### src/design/config_option_defines.svh
/*
 * Register offsets, configuration word field positions, reset values and
 * timing counts for the configuration option decoder.
 * Assumes a 20 MHz pclk; every time is kept in microseconds.
 */
`ifndef CONFIG_OPTION_DEFINES_SVH
`define CONFIG_OPTION_DEFINES_SVH

// ----------------------------------------------------------------------
// register byte offsets
// ----------------------------------------------------------------------
`define ADDR_CFG        8'h00
`define ADDR_CTRL       8'h04
`define ADDR_PORT_DATA  8'h08
`define ADDR_PORT_DIR   8'h0c
`define ADDR_PORT_READ  8'h10
`define ADDR_STATUS     8'h14

// ----------------------------------------------------------------------
// configuration word fields
// ----------------------------------------------------------------------
`define CFG_WIDTH       15
`define CFG_HRC_LSB     0
`define CFG_HRC_MSB     2
`define CFG_DIV4        3
`define CFG_WDT_OFF     4
`define CFG_T0_LRC      5
`define CFG_PIN3_RST    6
`define CFG_PIN4_CLK    7
`define CFG_START_LSB   8
`define CFG_START_MSB   9
`define CFG_WBASE_LSB   10
`define CFG_WBASE_MSB   11
`define CFG_LVR_ON      12
`define CFG_READ_REG    13
`define CFG_OSC_LRC     14

// ----------------------------------------------------------------------
// control register fields and reset values
// ----------------------------------------------------------------------
`define CTRL_WDT_EN     0
`define CTRL_LVR_EN     1
`define CTRL_WDT_CLR    2
`define CTRL_TO_CLR     3
`define CFG_RESET       15'h0000
`define CTRL_RESET      2'h0
`define PORT_RESET      6'h00

// ----------------------------------------------------------------------
// timing
// ----------------------------------------------------------------------
`define CLK_MHZ         20
`define START0_US       4500
`define START1_US       18000
`define START2_US       72000
`define START3_US       288000
`define WBASE0_US       3500
`define WBASE1_US       15000
`define WBASE2_US       60000
`define WBASE3_US       250000
`define START0_CYC      (`START0_US * `CLK_MHZ)
`define START1_CYC      (`START1_US * `CLK_MHZ)
`define START2_CYC      (`START2_US * `CLK_MHZ)
`define START3_CYC      (`START3_US * `CLK_MHZ)
`define WBASE0_CYC      (`WBASE0_US * `CLK_MHZ)
`define WBASE1_CYC      (`WBASE1_US * `CLK_MHZ)
`define WBASE2_CYC      (`WBASE2_US * `CLK_MHZ)
`define WBASE3_CYC      (`WBASE3_US * `CLK_MHZ)

`endif

### src/design/config_option_pkg.sv
/*
 * Types and the period selector shared by the decoder files.
 * Assumes nothing beyond a SystemVerilog compiler.
 */
package config_option_pkg;

    typedef enum logic [3:0] {
        PH_CAPTURE = 4'b0001,
        PH_LOAD    = 4'b0010,
        PH_WAIT    = 4'b0100,
        PH_RUN     = 4'b1000
    } phase_t;

    typedef logic [23:0] period_t;

    function automatic period_t pick_period(input logic [1:0] sel,
                                            input period_t    p0,
                                            input period_t    p1,
                                            input period_t    p2,
                                            input period_t    p3);
        unique case (sel)
            2'h0: pick_period = p0;
            2'h1: pick_period = p1;
            2'h2: pick_period = p2;
            2'h3: pick_period = p3;
        endcase
    endfunction

endpackage

### src/design/timer_if.sv
/*
 * Carrier between the decoder and one delay timer.
 * Assumes the controller never loads a period of zero.
 */
`timescale 1ns/1ns
interface timer_if;
    import config_option_pkg::*;
    logic    load;
    logic    stop;
    period_t period;
    logic    busy;
    logic    expired;
    modport ctl (output load, output stop, output period, input busy, input expired);
    modport tmr (input load, input stop, input period, output busy, output expired);
endinterface

### src/design/clk_div.sv
/*
 * Instruction clock divider: pclk divided by two or by four.
 * Assumes div4 is steady once the configuration has been captured.
 */
`timescale 1ns/1ns
module clk_div (
    input  wire logic clk,
    input  wire logic rst_n,
    input  wire logic div4,
    output logic      inst_clk
);
    logic [1:0] cnt_reg;
    logic [1:0] cnt_next;

    assign cnt_next = cnt_reg + 2'h1;

    always_ff @(posedge clk or negedge rst_n) begin
        if (!rst_n) begin
            cnt_reg  <= 2'h0;
            inst_clk <= 1'b0;
        end else begin
            cnt_reg  <= cnt_next;
            inst_clk <= div4 ? cnt_next[1] : cnt_next[0];
        end
    end
endmodule

### src/design/delay_timer.sv
/*
 * One-shot down counter: load starts it, stop or expiry ends it.
 * Assumes the controller drives load only with a nonzero period.
 */
`timescale 1ns/1ns
module delay_timer (
    input  wire logic clk,
    input  wire logic rst_n,
    timer_if.tmr      t
);
    import config_option_pkg::*;

    period_t cnt_reg;
    period_t since_load_reg;
    logic    busy_reg;
    logic    expired_reg;
    logic    at_end;

    assign at_end    = busy_reg && cnt_reg == 24'h0;
    assign t.busy    = busy_reg;
    assign t.expired = expired_reg;

    always_ff @(posedge clk or negedge rst_n) begin
        if (!rst_n) begin
            cnt_reg  <= 24'h0;
            busy_reg <= 1'b0;
        end else if (t.load) begin
            cnt_reg  <= t.period - 24'h1;
            busy_reg <= 1'b1;
        end else if (t.stop || at_end) begin
            busy_reg <= 1'b0;
        end else if (busy_reg) begin
            cnt_reg  <= cnt_reg - 24'h1;
        end
    end

    always_ff @(posedge clk or negedge rst_n) begin
        if (!rst_n) begin
            expired_reg <= 1'b0;
        end else begin
            expired_reg <= at_end && !t.load && !t.stop;
        end
    end

    // cycles since the last load, used only by the run length check
    always_ff @(posedge clk or negedge rst_n) begin
        if (!rst_n) begin
            since_load_reg <= 24'h0;
        end else begin
            since_load_reg <= t.load ? 24'h1 : since_load_reg + 24'h1;
        end
    end
endmodule

### src/design/config_option_decoder.sv
/*
 * Configuration option decoder: captures the programmed option word after
 * reset and turns it into clock, watchdog, startup, pin and reset controls,
 * with an APB slave for control and status.
 * Assumes cfg_word is steady from reset and all pin inputs are synchronous.
 */
// Added by the designer: the APB interface to the registers and the register addresses.
//
// Overview of operation
// - instruction clock is oscillator divided by two or four
// - watchdog enabled option lets software switch it
// - watchdog disabled option keeps it always off
// - pin three is I/O or reset input
// - pin four is I/O or instruction clock output
// - hold execution for chosen startup delay
// - watchdog period chosen from four time bases
// - low voltage reset software switched or always on
// - port read gives pins or output data register
`timescale 1ns/1ns
`include "config_option_defines.svh"
module config_option_decoder
    import config_option_pkg::*;
#(
    parameter int unsigned START0_CYCLES = `START0_CYC,
    parameter int unsigned START1_CYCLES = `START1_CYC,
    parameter int unsigned START2_CYCLES = `START2_CYC,
    parameter int unsigned START3_CYCLES = `START3_CYC,
    parameter int unsigned WBASE0_CYCLES = `WBASE0_CYC,
    parameter int unsigned WBASE1_CYCLES = `WBASE1_CYC,
    parameter int unsigned WBASE2_CYCLES = `WBASE2_CYC,
    parameter int unsigned WBASE3_CYCLES = `WBASE3_CYC
) (
    input  wire logic                  pclk,
    input  wire logic                  presetn,
    input  wire logic                  psel,
    input  wire logic                  penable,
    input  wire logic                  pwrite,
    input  wire logic [7:0]            paddr,
    input  wire logic [31:0]           pwdata,
    output logic      [31:0]           prdata,
    output logic                       pready,
    output logic                       pslverr,
    input  wire logic [`CFG_WIDTH-1:0] cfg_word,
    input  wire logic [5:0]            pin_in,
    output logic      [5:0]            pin_out,
    output logic      [5:0]            pin_oe,
    input  wire logic                  external_clock_input,
    input  wire logic                  internal_low_rc_osc,
    output logic                       inst_clk,
    output logic                       cpu_hold,
    output logic                       watchdog_reset,
    output logic                       low_voltage_reset_en,
    output logic                       ext_reset_req,
    output logic                       timer0_tick,
    output logic                       osc_low_sel,
    output logic      [2:0]            hrc_freq_code
);
    // ------------------------------------------------------------------
    // state
    // ------------------------------------------------------------------
    phase_t                  phase_reg;
    phase_t                  phase_next;
    logic [`CFG_WIDTH-1:0]   cfg_reg;
    logic [1:0]              ctrl_reg;
    logic                    wdt_clear_reg;
    logic                    timeout_reg;
    logic [5:0]              port_data_reg;
    logic [5:0]              port_dir_reg;
    logic [5:0]              port_read_reg;
    logic                    t0_src_reg;
    logic [31:0]             rdata_next;
    logic                    setup;
    logic                    wr_en;
    logic                    wdt_allowed;
    logic                    wdt_run;
    logic                    t0_src_next;

    timer_if st ();
    timer_if wd ();

    delay_timer u_start (.clk(pclk), .rst_n(presetn), .t(st));
    delay_timer u_wdog  (.clk(pclk), .rst_n(presetn), .t(wd));
    clk_div     u_div   (.clk(pclk), .rst_n(presetn), .div4(cfg_reg[`CFG_DIV4]),
                         .inst_clk(inst_clk));

    function automatic logic mapped(input logic [7:0] a);
        mapped = a == `ADDR_CFG || a == `ADDR_CTRL || a == `ADDR_PORT_DATA ||
                 a == `ADDR_PORT_DIR || a == `ADDR_PORT_READ || a == `ADDR_STATUS;
    endfunction

    // ------------------------------------------------------------------
    // startup sequence
    // ------------------------------------------------------------------
    always_comb begin
        phase_next = phase_reg;
        unique case (phase_reg)
            PH_CAPTURE: phase_next = PH_LOAD;
            PH_LOAD:    phase_next = PH_WAIT;
            PH_WAIT:    if (st.expired) begin
                phase_next = PH_RUN;
            end
            PH_RUN:     phase_next = PH_RUN;
            default:    phase_next = PH_CAPTURE;
        endcase
    end

    always_ff @(posedge pclk or negedge presetn) begin
        if (!presetn) begin
            phase_reg <= PH_CAPTURE;
        end else begin
            phase_reg <= phase_next;
        end
    end

    // option word caught once, right after reset release
    always_ff @(posedge pclk or negedge presetn) begin
        if (!presetn) begin
            cfg_reg <= `CFG_RESET;
        end else if (phase_reg == PH_CAPTURE) begin
            cfg_reg <= cfg_word;
        end
    end

    assign st.load   = phase_reg == PH_LOAD;
    assign st.stop   = 1'b0;
    assign st.period = pick_period(cfg_reg[`CFG_START_MSB:`CFG_START_LSB],
                                   24'(START0_CYCLES), 24'(START1_CYCLES),
                                   24'(START2_CYCLES), 24'(START3_CYCLES));

    always_ff @(posedge pclk or negedge presetn) begin
        if (!presetn) begin
            cpu_hold <= 1'b1;
        end else begin
            cpu_hold <= phase_next != PH_RUN;
        end
    end

    // ------------------------------------------------------------------
    // watchdog
    // ------------------------------------------------------------------
    assign wdt_allowed = !cfg_reg[`CFG_WDT_OFF];
    assign wdt_run     = wdt_allowed && ctrl_reg[`CTRL_WDT_EN] && phase_reg == PH_RUN;
    assign wd.load     = wdt_run && (!wd.busy || wdt_clear_reg);
    assign wd.stop     = !wdt_run && wd.busy;
    assign wd.period   = pick_period(cfg_reg[`CFG_WBASE_MSB:`CFG_WBASE_LSB],
                                     24'(WBASE0_CYCLES), 24'(WBASE1_CYCLES),
                                     24'(WBASE2_CYCLES), 24'(WBASE3_CYCLES));

    always_ff @(posedge pclk or negedge presetn) begin
        if (!presetn) begin
            watchdog_reset <= 1'b0;
            timeout_reg    <= 1'b0;
        end else begin
            watchdog_reset <= wd.expired;
            if (wd.expired) begin
                timeout_reg <= 1'b1;
            end else if (wr_en && paddr == `ADDR_CTRL && pwdata[`CTRL_TO_CLR]) begin
                timeout_reg <= 1'b0;
            end
        end
    end

    // ------------------------------------------------------------------
    // pins, resets, clock sources
    // ------------------------------------------------------------------
    assign t0_src_next = cfg_reg[`CFG_T0_LRC] ? internal_low_rc_osc
                                               : external_clock_input;

    always_ff @(posedge pclk or negedge presetn) begin
        if (!presetn) begin
            pin_out <= `PORT_RESET;
            pin_oe  <= `PORT_RESET;
        end else begin
            pin_out <= port_data_reg;
            pin_oe  <= port_dir_reg;
            if (cfg_reg[`CFG_PIN3_RST]) begin
                pin_oe[3] <= 1'b0;
            end
            if (cfg_reg[`CFG_PIN4_CLK]) begin
                pin_out[4] <= inst_clk;
                pin_oe[4]  <= 1'b1;
            end
        end
    end

    always_ff @(posedge pclk or negedge presetn) begin
        if (!presetn) begin
            ext_reset_req        <= 1'b0;
            low_voltage_reset_en <= 1'b0;
            osc_low_sel          <= 1'b0;
            hrc_freq_code        <= 3'h0;
            port_read_reg        <= 6'h00;
            t0_src_reg           <= 1'b0;
            timer0_tick          <= 1'b0;
        end else begin
            ext_reset_req        <= cfg_reg[`CFG_PIN3_RST] && !pin_in[3];
            low_voltage_reset_en <= cfg_reg[`CFG_LVR_ON] || ctrl_reg[`CTRL_LVR_EN];
            osc_low_sel          <= cfg_reg[`CFG_OSC_LRC];
            hrc_freq_code        <= cfg_reg[`CFG_HRC_MSB:`CFG_HRC_LSB];
            port_read_reg        <= cfg_reg[`CFG_READ_REG] ? port_data_reg : pin_in;
            t0_src_reg           <= t0_src_next;
            timer0_tick          <= t0_src_next && !t0_src_reg;
        end
    end

    // ------------------------------------------------------------------
    // apb slave
    // ------------------------------------------------------------------
    assign setup = psel && !penable;
    assign wr_en = psel && penable && pwrite && pready;

    always_comb begin
        rdata_next = 32'h0;
        unique case (paddr)
            `ADDR_CFG:       rdata_next = {17'h0, cfg_reg};
            `ADDR_CTRL:      rdata_next = {30'h0, ctrl_reg};
            `ADDR_PORT_DATA: rdata_next = {26'h0, port_data_reg};
            `ADDR_PORT_DIR:  rdata_next = {26'h0, port_dir_reg};
            `ADDR_PORT_READ: rdata_next = {26'h0, port_read_reg};
            `ADDR_STATUS:    rdata_next = {26'h0, osc_low_sel, ext_reset_req,
                                           low_voltage_reset_en, timeout_reg,
                                           wd.busy, !cpu_hold};
            default:         rdata_next = 32'h0;
        endcase
    end

    always_ff @(posedge pclk or negedge presetn) begin
        if (!presetn) begin
            pready  <= 1'b0;
            pslverr <= 1'b0;
            prdata  <= 32'h0;
        end else begin
            pready  <= setup;
            pslverr <= setup && !mapped(paddr);
            if (setup && !pwrite) begin
                prdata <= rdata_next;
            end
        end
    end

    always_ff @(posedge pclk or negedge presetn) begin
        if (!presetn) begin
            ctrl_reg      <= `CTRL_RESET;
            wdt_clear_reg <= 1'b0;
            port_data_reg <= `PORT_RESET;
            port_dir_reg  <= `PORT_RESET;
        end else begin
            wdt_clear_reg <= wr_en && paddr == `ADDR_CTRL && pwdata[`CTRL_WDT_CLR];
            if (wr_en && paddr == `ADDR_CTRL) begin
                ctrl_reg <= pwdata[1:0];
            end
            if (wr_en && paddr == `ADDR_PORT_DATA) begin
                port_data_reg <= pwdata[5:0];
            end
            if (wr_en && paddr == `ADDR_PORT_DIR) begin
                port_dir_reg <= pwdata[5:0];
            end
        end
    end
endmodule

### config.mk
export PLATFORM = sky130hd
export DESIGN_NAME = config_option_decoder
export DESIGN_NICKNAME = d
export VERILOG_FILES = /design/src/design/config_option_pkg.sv /design/src/design/timer_if.sv /design/src/design/clk_div.sv /design/src/design/delay_timer.sv /design/src/design/config_option_decoder.sv
export VERILOG_INCLUDE_DIRS = /design/src /design/src/design
export SDC_FILE = /design/constraint.sdc
export NUM_CORES = 1
export LEC_CHECK = 0
export BUFFER_PORTS_ARGS = -buffer_cell sky130_fd_sc_hd__buf_2
export CORE_MARGIN = 1
export CORE_UTILIZATION = 50
export DETAILED_ROUTE_END_ITERATION = 10
export GPL_TIMING_DRIVEN = 0
export PLACE_DENSITY_LB_ADDON = 0.08
export SYNTH_ARGS = -nofsm -noshare
export SYNTH_HDL_FRONTEND = slang
export SYNTH_HIERARCHICAL = 1
export SYNTH_SLANG_ARGS = --single-unit
### constraint.sdc
create_clock -name pclk -period 6.39 [get_ports pclk]
set_input_delay 0.639 -clock pclk [delete_from_list [all_inputs] [get_ports pclk]]
set_output_delay 0.639 -clock pclk [all_outputs]
set_load 0.02 [all_outputs]
==> impl_metrics.toml, run 1 <==
[sta]
finalSetupViolCount = 0
fin_crit_sh = 0.920
fmax_mhz = 170
period_minus_slack_ps = 5880
clock_skew_ps = 12.1
hold_violations = 0
worst_pin_slew_ps = 1160
fin_setup_tns_ps = 0
worst_slew_margin_rel = 0.227
rsz0062_at_grt = "no"
drv_slew = 0

[global_route]
first_global_vias = 6317
overflow = 0
grt_first_pass_wirelength_mm = 33.5
antenna_found_initial = 0
grt_usage = 0.267
grt_max_degree = 73

[critical_path]
regToRegSetupSlack_ps = 510
rr_startpoint = "phase_reg[2]$_DFF_PN0_"
crit_path_end_kind = "flop"
cp-startpoint = "phase_reg[2]$_DFF_PN0_"
critPathMaxFanout = 10
cp-start-kind = "flop"
worstSetupPathType = "reg2reg"
timing.rr.end = "u_wdog/cnt_reg[20]$_DFFE_PN0P_"
ff2ff_path_depth = 18
endpoint = "u_wdog/cnt_reg[20]$_DFFE_PN0P_"
cp.arrival_ps = 6150
worstPathRequired_ps = 6660

[layout]
regArea_um2 = 3380
n_antenna_cell = 0
syn2layout_area_growth_pct = 19.8
multiInputGateArea_um2 = 4340
nets = 1043
drive_gt1_frac = 0.220
fill_cells = 1338

[floorplan]
dieWidth_um = 127
io_pins = 124
core.rowCount = 45
start_util = 0.514
coreArea_um2 = 15300
chipHeight_um = 127
die_area_um2 = 16200

[synth]
syn_area_um2 = 7850
synth.avg_cell_area_um2 = 9.82
syn_inst = 799
async_flop_share = 1.00
ys_types = 78
ys_ff_latch = 135
yosys_warnings = 6
synthFlopType = "dfrtp_1"
synth_edf_count = 0
ys_seq_area_frac = 0.431

[clocking]
clk_path_buf_depth = 2
clockRootBuffer = "clkbuf_16"
ctsHoldBuffers = 0
cts_tree = "done"
path_clk_slew_ps = 60
postCtsSetupBuffers = 0
cts_num_sinks = 135
cts_max_level = 4
cts_buffers = 17
clock_latency_ps = 420

[min_path]
min_path_type = "in2async"

[detailed_routing]
via_count = 6609
post_drt_wl_per_cell_um = 17.1
drc = 0
viasPerCell = 5.54
postRouteAntennaNets = 0
wirelength_mm = 20.4
first_pass_iters = 5
first_iter_violations = 538

[placement]
dp_hpwl_mm = 14.7
gp_congestion = 0.947
io_buffers = 80

[power]
powerDensity_nw_per_um2 = 216
power_mw = 2.03
ir_drop_mv = 0.211
power_leakage_nw = 4.21

[run_status]
status = "finished, final reports clean"

[flow_run]
drv_cap = 0
-- cell families after synthesis --
logic type	synth area share
and+or+nand+nor	0.207
muxes	0.0821
buffers and inverters	0.0520
xor gates and xnor gates	0.0513
DFF	0.431
adders and majority gates	0.0112
AOI/OAI and AO/OA	0.165
other	0.000957
-- through the flow --
step           cell area (um2)  hold WS, ps  setup WS [ps]   util  cells
2_1_floorplan             8110          343           1640      -    868
3_3_place_gp              8770          381            266  0.575   1159
3_5_place_dp              8810          389            185  0.577   1160
4_1_cts                   9390          213            163  0.615   1192
5_1_grt                   9410          225            128  0.617   1192
6_report                  9410          191            511  0.617   1192
-- critical path, cell delays in order, from the launching register on --
cell       delay (ps)
dfrtp_1           350
clkbuf_1          190
nor2b_1           180
nand4b_1          140
a21oi_1           490
buf_6             210
buf_2             220
buf_2             240
buf_2             260
buf_1             460
buf_1             520
mux2i_1           260
ha_1              320
nor4b_1           270
nand3_1           310
a2111oi_2         740
nor3b_1           320
xnor2_1           160
mux2i_1            90
-- worst min path at each step --
stage | startpoint | end
after floorplan | presetn | cfg_reg[0]$_DFFE_PN0N_
after global placement | t0_src_reg$_DFF_PN0_ | timer0_tick$_DFF_PN0_
after detailed placement | t0_src_reg$_DFF_PN0_ | timer0_tick$_DFF_PN0_
after CTS | presetn | pready$_DFF_PN0_
after global routing | presetn | pready$_DFF_PN0_
final | presetn | pready$_DFF_PN0_
-- cells in the final DEF (no fill, tap or decap), types with 6 or more instances in the layout --
cell type | Yosys | routed
a211oi_1 | 8 | 8
a21oi_1 | 38 | 38
a221o_1 | 7 | 7
a22o_1 | 13 | 13
a22oi_1 | 10 | 10
buf_2 | 5 | 84
buf_4 | 19 | 19
clkbuf_1 | 26 | 26
clkbuf_16 | 0 | 17
conb_1 | 2 | 71
dfrtp_1 | 133 | 133
ha_1 | 7 | 7
inv_1 | 23 | 23
mux2_2 | 35 | 35
mux2i_1 | 25 | 25
nand2_1 | 48 | 48
nand3_1 | 18 | 18
nand4_1 | 6 | 6
nor2_1 | 57 | 57
nor2b_1 | 15 | 15
nor3_1 | 31 | 31
nor3b_1 | 18 | 18
nor4_1 | 11 | 11
o21ai_0 | 49 | 49
o22ai_1 | 8 | 8
o2bb2ai_1 | 8 | 8
or2_2 | 9 | 9
or3_1 | 13 | 13
or3b_1 | 7 | 7
xnor2_1 | 18 | 18
xor2_1 | 28 | 28
-- per-layer routing --
metal / vias to the layer above / part of all wire / GRT usage
met5: - / 0 / 0
met3: 33 / 0.059 / 0.0641
met2: 222 / 0.47 / 0.427
met1: 3163 / 0.45 / 0.361
li1: 3191 / - / -
met4: 0 / 0.017 / 0.0763
-- what timing repair did --
action / in CTS / in global routing
hold endpoints to repair: 0 / 0
setup endpoints to repair: 0 / 4
gates resized for setup: 0 / 2
-- power by group --
| group | switching [mW] | internal (mW) | total (mW) |
|---|---|---|---|
| clock network | 0.401 | 0.556 | 0.957 |
| registers | 0.0202 | 0.877 | 0.897 |
| logic | 0.108 | 0.0678 | 0.176 |
| total | 0.529 | 1.50 | 2.03 |
-- synthesized netlist by cell type, types with 9 or more instances --
cell,count,share of area
dfrtp_1,133,0.42
nor2_1,57,0.027
o21ai_0,49,0.031
nand2_1,48,0.023
a21oi_1,38,0.024
mux2_2,35,0.050
nor3_1,31,0.020
xor2_1,28,0.031
clkbuf_1,26,0.012
mux2i_1,25,0.032
inv_1,23,0.011
buf_4,19,0.018
nand3_1,18,0.011
nor3b_1,18,0.017
xnor2_1,18,0.020
nor2b_1,15,0.012
a22o_1,13,0.015
or3_1,13,0.010
nor4_1,11,0.0088
a22oi_1,10,0.0096
or2_2,9,0.0072
-- cell type report --
type                       instances  area share
buffer                            57      0.0342
clock buffer                      18      0.0467
clock inverter                    14      0.0150
inverter                          23     0.00918
multi-input combinational        653       0.461
sequential                       135       0.359
tap                              211      0.0281
timing repair buffer              81      0.0461
No activity file was read; power rests on OpenSTA's default activity.
==> run 2, diff against run 1 <==
--- a/config.mk
+++ b/config.mk
@@ -8,7 +8,7 @@
 export LEC_CHECK = 0
 export BUFFER_PORTS_ARGS = -buffer_cell sky130_fd_sc_hd__buf_2
 export CORE_MARGIN = 1
-export CORE_UTILIZATION = 50
+export CORE_UTILIZATION = 42
 export DETAILED_ROUTE_END_ITERATION = 10
 export GPL_TIMING_DRIVEN = 0
 export PLACE_DENSITY_LB_ADDON = 0.08
==> constraint.sdc (replaced) <==
create_clock -name pclk -period 6.39 [get_ports pclk]
set_input_delay 1.278 -clock pclk [delete_from_list [all_inputs] [get_ports pclk]]
set_output_delay 1.278 -clock pclk [all_outputs]
set_load 0.02 [all_outputs]
==> impl_metrics.toml, run 2 (synthesis results as in run 1) <==
[detailed_routing]
first_pass_iters = 10
drc = 6
wirelength_mm = 21.1
viasPerCell = 5.43
post_drt_wl_per_cell_um = 17.4
via_count = 6573
postRouteAntennaNets = 0
first_iter_violations = 410

[layout]
regArea_um2 = 3380
fin_area_um2 = 9440
syn2layout_area_growth_pct = 20.3
n_antenna_cell = 0
fill_cells = 1702
final_cell_mix = "dfrtp_1 (133), buf_2 (84), conb_1 (71), nor2_1 (57), o21ai_0 (49)"
final_common_cell = "dfrtp_1"
utilization = 0.520
nets = 1044
multiInputGateArea_um2 = 4330
drive_gt1_frac = 0.221

[run_status]
violations = "design-rule violations"
status = "finished, violations left"

[power]
pwr-share-comb = 0.086
switching_power_uw = 529
seq_power_share = 0.436
switching_share = 0.257
pwr-share-clk = 0.478
ir_drop_mv = 0.187
powerDensity_nw_per_um2 = 218
internal_power_mw = 1.53
power_leakage_nw = 4.22

[global_route]
grt_usage = 0.226
grt_first_pass_wirelength_mm = 33.9
grt_max_degree = 89
overflow = 0
first_global_vias = 6153
antenna_found_initial = 0

[clocking]
clk_path_buf_depth = 2
postCtsSetupBuffers = 0
clock_latency_ps = 420
cts_max_level = 4
cts_num_sinks = 135
clockRootBuffer = "clkbuf_16"
cts_buffers = 17
path_clk_slew_ps = 60
cts_tree = "done"

[floorplan]
coreArea_um2 = 18100
start_util = 0.433
die_area_um2 = 19200
io_pins = 124
chipHeight_um = 139
core.rowCount = 49
dieWidth_um = 139

[critical_path]
crit_family = "buffers and inverters"
max_stage_delay_ps = 730
cp.arrival_ps = 6280
crit_path_end_kind = "flop"
cp_cell_sequence = "clkbuf_1, nor4b_2, buf_6, clkbuf_1, clkbuf_1, clkbuf_1, buf_1, mux2i_1, ha_1, clkbuf_1, nor4b_1, nand3_1, a2111oi_2, nand2_1, a31o_2, a221o_1"
cpMostUsedCell = "clkbuf_1"
worstPathRequired_ps = 6690
cp-start-kind = "flop"
cp-startpoint = "phase_reg[2]$_DFF_PN0_"
crit_buf_inv = 7
rr_startpoint = "phase_reg[2]$_DFF_PN0_"
cpMaxStageDelayCell = "a2111oi_2"
worstSetupPathType = "reg2reg"
critPathMaxFanout = 10

[min_path]
min_from = "u_wdog/t.expired$_DFF_PN0_"
min_path_type = "reg2reg"

[placement]
dp_hpwl_mm = 15.4
gp_congestion = 0.902
io_buffers = 80
place_ws_ps = 173
placed_area_um2 = 8840

[sta]
drv_slew = 0
fmax_mhz = 167
worst_slew_margin_rel = 0.115
worst_pin_slew_ps = 1330
fin_setup_tns_ps = 0
clock_skew_ps = 14.5
hold_violations = 0
finalSetupViolCount = 0
fin_crit_sh = 0.936
setup_ws_ps = 409
rsz0062_at_grt = "no"
period_minus_slack_ps = 5980

[flow_run]
drv_cap = 0
run 2: cell count changes in the layout (fill, tap and decap cells not counted), sizes merged:
cell	previous run	this run
bufinv	1	2
clkdlybuf4s18	0	1
clkinv	4	3
clkinvlp	3	2
inv	29	30
run 2: timing repair:
action	4_1_cts	5_1_grt
hold endpoints to repair	0	0
resized for setup	0	2
setup endpoints to repair	0	4
hold buffers	0	0
run 2: area by class of cell:
cell class | count | share of cell area
multi-input combinational | 653 | 0.459
buffer | 57 | 0.0341
tap | 229 | 0.0303
inverter | 23 | 0.00914
clock buffer | 18 | 0.0454
clock inverter | 14 | 0.0172
timing repair buffer | 82 | 0.0470
sequential | 135 | 0.358
run 2: worst paths after layout:
path / to / slack [ps] / cells past startpoint
worst min-delay path: watchdog_reset$_DFF_PN0_ / 390 / 0
worst min register to register: watchdog_reset$_DFF_PN0_ / 390 / 0
worst max-delay path: u_start/cnt_reg[22]$_DFFE_PN0P_ / 410 / 16
min in group asynchronous: pin_out[5]$_DFF_PN0_ / 780 / 1
worst max register to register: u_start/cnt_reg[22]$_DFFE_PN0P_ / 410 / 16
max in group asynchronous: phase_reg[0]$_DFF_PN1_ / 4810 / 2
run 2: per-stage QoR:
step           std cells  total power [mW]  hold slack [ps]
5_1_grt             1211              2.14              414
3_5_place_dp        1179              1.09              386
3_3_place_gp        1177              1.09              380
2_1_floorplan        868              1.02              355
4_1_cts             1211              2.08              396
6_report            1211              2.06              390
run 2: metal layers:
metal	routed length, um	track usage	up-vias
li1	-	-	3188
met1	9960	0.316	3179
met2	9730	0.356	178
met3	1020	0.0435	28
met4	357	0.0719	0
met5	0	0	-
run 2: worst reg2reg max path, delay by kind of cell (launching register included):
| kind | cells | cell delay, ps |
|---|---|---|
| adders and majority gates | 1 | 160 |
| AOI/OAI and AO/OA | 3 | 1280 |
| DFF | 1 | 350 |
| buffers and inverters | 7 | 2560 |
| and+or+nand+nor | 4 | 1260 |
| muxes | 1 | 260 |
run 2: power by group through the flow:
stage | Clock [mW] | Sequential (mW) | Combinational (mW)
CTS | 1.01 | 0.897 | 0.177
global route | 1.05 | 0.900 | 0.197
finish | 0.984 | 0.897 | 0.177
detailed placement | 0 | 0.913 | 0.176
global placement | 0 | 0.913 | 0.173
floorplan | 0 | 0.912 | 0.109
==> run 3, diff against run 2 <==
--- a/config.mk
+++ b/config.mk
@@ -6,6 +6,7 @@
 export SDC_FILE = /design/constraint.sdc
 export NUM_CORES = 1
 export LEC_CHECK = 0
+export ABC_AREA = 1
 export BUFFER_PORTS_ARGS = -buffer_cell sky130_fd_sc_hd__buf_2
 export CORE_MARGIN = 1
 export CORE_UTILIZATION = 42
==> impl_metrics.toml, run 3 <==
[critical_path]
crit_family = "simple AND/OR/NAND/NOR gates"
rr_startpoint = "phase_reg[1]$_DFF_PN0_"
ff2ff_path_depth = 17
cpMostUsedCell = "nand2_1"
cp.arrival_ps = 3160
critPathMaxFanout = 10
timing.rr.end = "u_wdog/cnt_reg[12]$_DFFE_PN0P_"
regToRegSetupSlack_ps = 3520
worstSetupPathType = "reg2reg"
cpMaxStageDelayCell = "dfrtp_1"
crit_path_end_kind = "flop"
endpoint = "u_wdog/cnt_reg[12]$_DFFE_PN0P_"
max_stage_delay_ps = 400
cp_cell_sequence = "inv_1, nand2_1, nor3_1, nand3b_1, nor2_1, buf_6, buf_12, nand2_2, nand2_2, ha_1, nand2_1, nor2_1, nand2_1, nor2_2, nand2_1, nand3_1, o21ai_0"
cp-start-kind = "flop"
cp-startpoint = "phase_reg[1]$_DFF_PN0_"
crit_buf_inv = 3
worstSetupPathDepth = 17
worstPathRequired_ps = 6680

[synth]
ys_types = 41
ys_seq_area_frac = 0.404
syn_area_um2 = 8370
synth_edf_count = 0
synth_most_common_cell = "nand2_1"
synthFlopType = "dfrtp_1"
syn_inst = 1182
synth_commonest_cells = "nand2_1 (399), inv_1 (152), dfrtp_1 (133), nor2_1 (98), nand3_1 (90)"
synth_area_leaders = "dfrtp_1 (40%), nand2_1 (18%), inv_1 (6.8%)"
synth.avg_cell_area_um2 = 7.08
yosysTopAreaCell = "dfrtp_1"
synth_top_area_share = 0.398
yosys_warnings = 6
ys_ff_latch = 135
async_flop_share = 1.00

[global_route]
overflow = 0
first_global_vias = 7011
grt_max_degree = 73
antenna_found_initial = 0
grt_first_pass_wirelength_mm = 36.7
grt_usage = 0.238

[run_status]
status = "finished, final reports clean"

[clocking]
cts_buffers = 17
clock_latency_ps = 430
clk_path_buf_depth = 2
cts_num_sinks = 135
cts_max_level = 4
path_clk_slew_ps = 60
postCtsSetupBuffers = 0
cts_resized = 0
cts_tree = "done"
clockRootBuffer = "clkbuf_16"
ctsHoldBuffers = 0

[floorplan]
coreArea_um2 = 19500
io_pins = 124
core.rowCount = 51
dieWidth_um = 143
chipHeight_um = 143
start_util = 0.429
die_area_um2 = 20500

[detailed_routing]
viasPerCell = 4.69
via_count = 7495
wirelength_mm = 22.9
postRouteAntennaNets = 0
post_drt_wl_per_cell_um = 14.3
first_iter_violations = 383
drc = 0
first_pass_iters = 6

[placement]
place_ws_ps = 3530
placed_area_um2 = 9280
io_buffers = 80
gp_congestion = 0.933
dp_hpwl_mm = 17.2

[sta]
hold_violations = 0
fmax_mhz = 348
fin_setup_tns_ps = 0
setup_ws_ps = 3520
finalSetupViolCount = 0
fin_crit_sh = 0.449
rsz0062_at_grt = "no"
drv_slew = 0
worst_pin_slew_ps = 698
period_minus_slack_ps = 2870
clock_skew_ps = 9.57
worst_slew_margin_rel = 0.535

[power]
power_leakage_nw = 5.12
power_mw = 3.57
ir_drop_mv = 0.202
powerDensity_nw_per_um2 = 362

[layout]
nets = 1396
fin_area_um2 = 9860
syn2layout_area_growth_pct = 17.7
utilization = 0.505
n_antenna_cell = 0
final_cell_mix = "nand2_1 (399), inv_1 (152), dfrtp_1 (133), nor2_1 (98), nand3_1 (90)"
final_common_cell = "nand2_1"
drive_gt1_frac = 0.196

[flow_run]
drv_cap = 0

[min_path]
min_path_type = "reg2reg"
[run 3: worst min path at each step]
stage,endpoint,start,slack (ps),cells after the start
global route,osc_low_sel$_DFF_PN0_,cfg_reg[14]$_DFFE_PN0N_,380,0
finish,osc_low_sel$_DFF_PN0_,cfg_reg[14]$_DFFE_PN0N_,370,0
floorplan,osc_low_sel$_DFF_PN0_,cfg_reg[14]$_DFFE_PN0N_,350,0
detailed placement,osc_low_sel$_DFF_PN0_,cfg_reg[14]$_DFFE_PN0N_,360,0
CTS,osc_low_sel$_DFF_PN0_,cfg_reg[14]$_DFFE_PN0N_,380,0
global placement,osc_low_sel$_DFF_PN0_,cfg_reg[14]$_DFFE_PN0N_,360,0
[run 3: final cells by class]
type,count,area [um2]
clock inverters,14,143
multi-input cells,874,4110
plain buffers,48,394
fillers,1985,9670
clock buffers,18,429
repair buffers,81,434
inverters,164,633
well taps,265,332
flip-flops and latches,135,3380
[run 3: through the flow]
stage,cells,hold WS [ps]
floorplan,1221,354
global placement,1566,360
detailed placement,1567,361
CTS,1599,376
global route,1599,379
finish,1599,375
[run 3: worst reg2reg max path: stages (launching register included)]
cell,delay (ps)
dfrtp_1,400
inv_1,80
nand2_1,70
nor3_1,330
nand3b_1,160
nor2_1,160
buf_6,170
buf_12,150
nand2_2,60
nand2_2,90
ha_1,210
nand2_1,90
nor2_1,160
nand2_1,170
nor2_2,190
nand2_1,70
nand3_1,90
o21ai_0,90
[run 3: power breakdown]
| group | leakage, nW | switching [mW] | internal, mW | total, mW |
|---|---|---|---|---|
| combinational | 3.19 | 1.00 | 0.449 | 1.45 |
| clock | 0.270 | 0.427 | 0.546 | 0.973 |
| sequential | 1.66 | 0.118 | 1.03 | 1.15 |
[run 3: kinds of logic (layout without fill, tap and decap cells)]
group	Yosys count	in the layout	synth area share
buf+inv	212	325	0.123
simple gates	709	709	0.382
xor+xnor	5	5	0.00523
fa+ha+maj	7	7	0.0105
other cells	2	41	0.000897
flops	135	135	0.404
compound gates	112	112	0.0750
[run 3: layer usage]
layer	share of wire	wire, um	GRT usage
met1	0.47	10700	0.309
met2	0.48	10900	0.401
met3	0.039	898	0.0349
met4	0.018	413	0.0849
met5	0	0	0
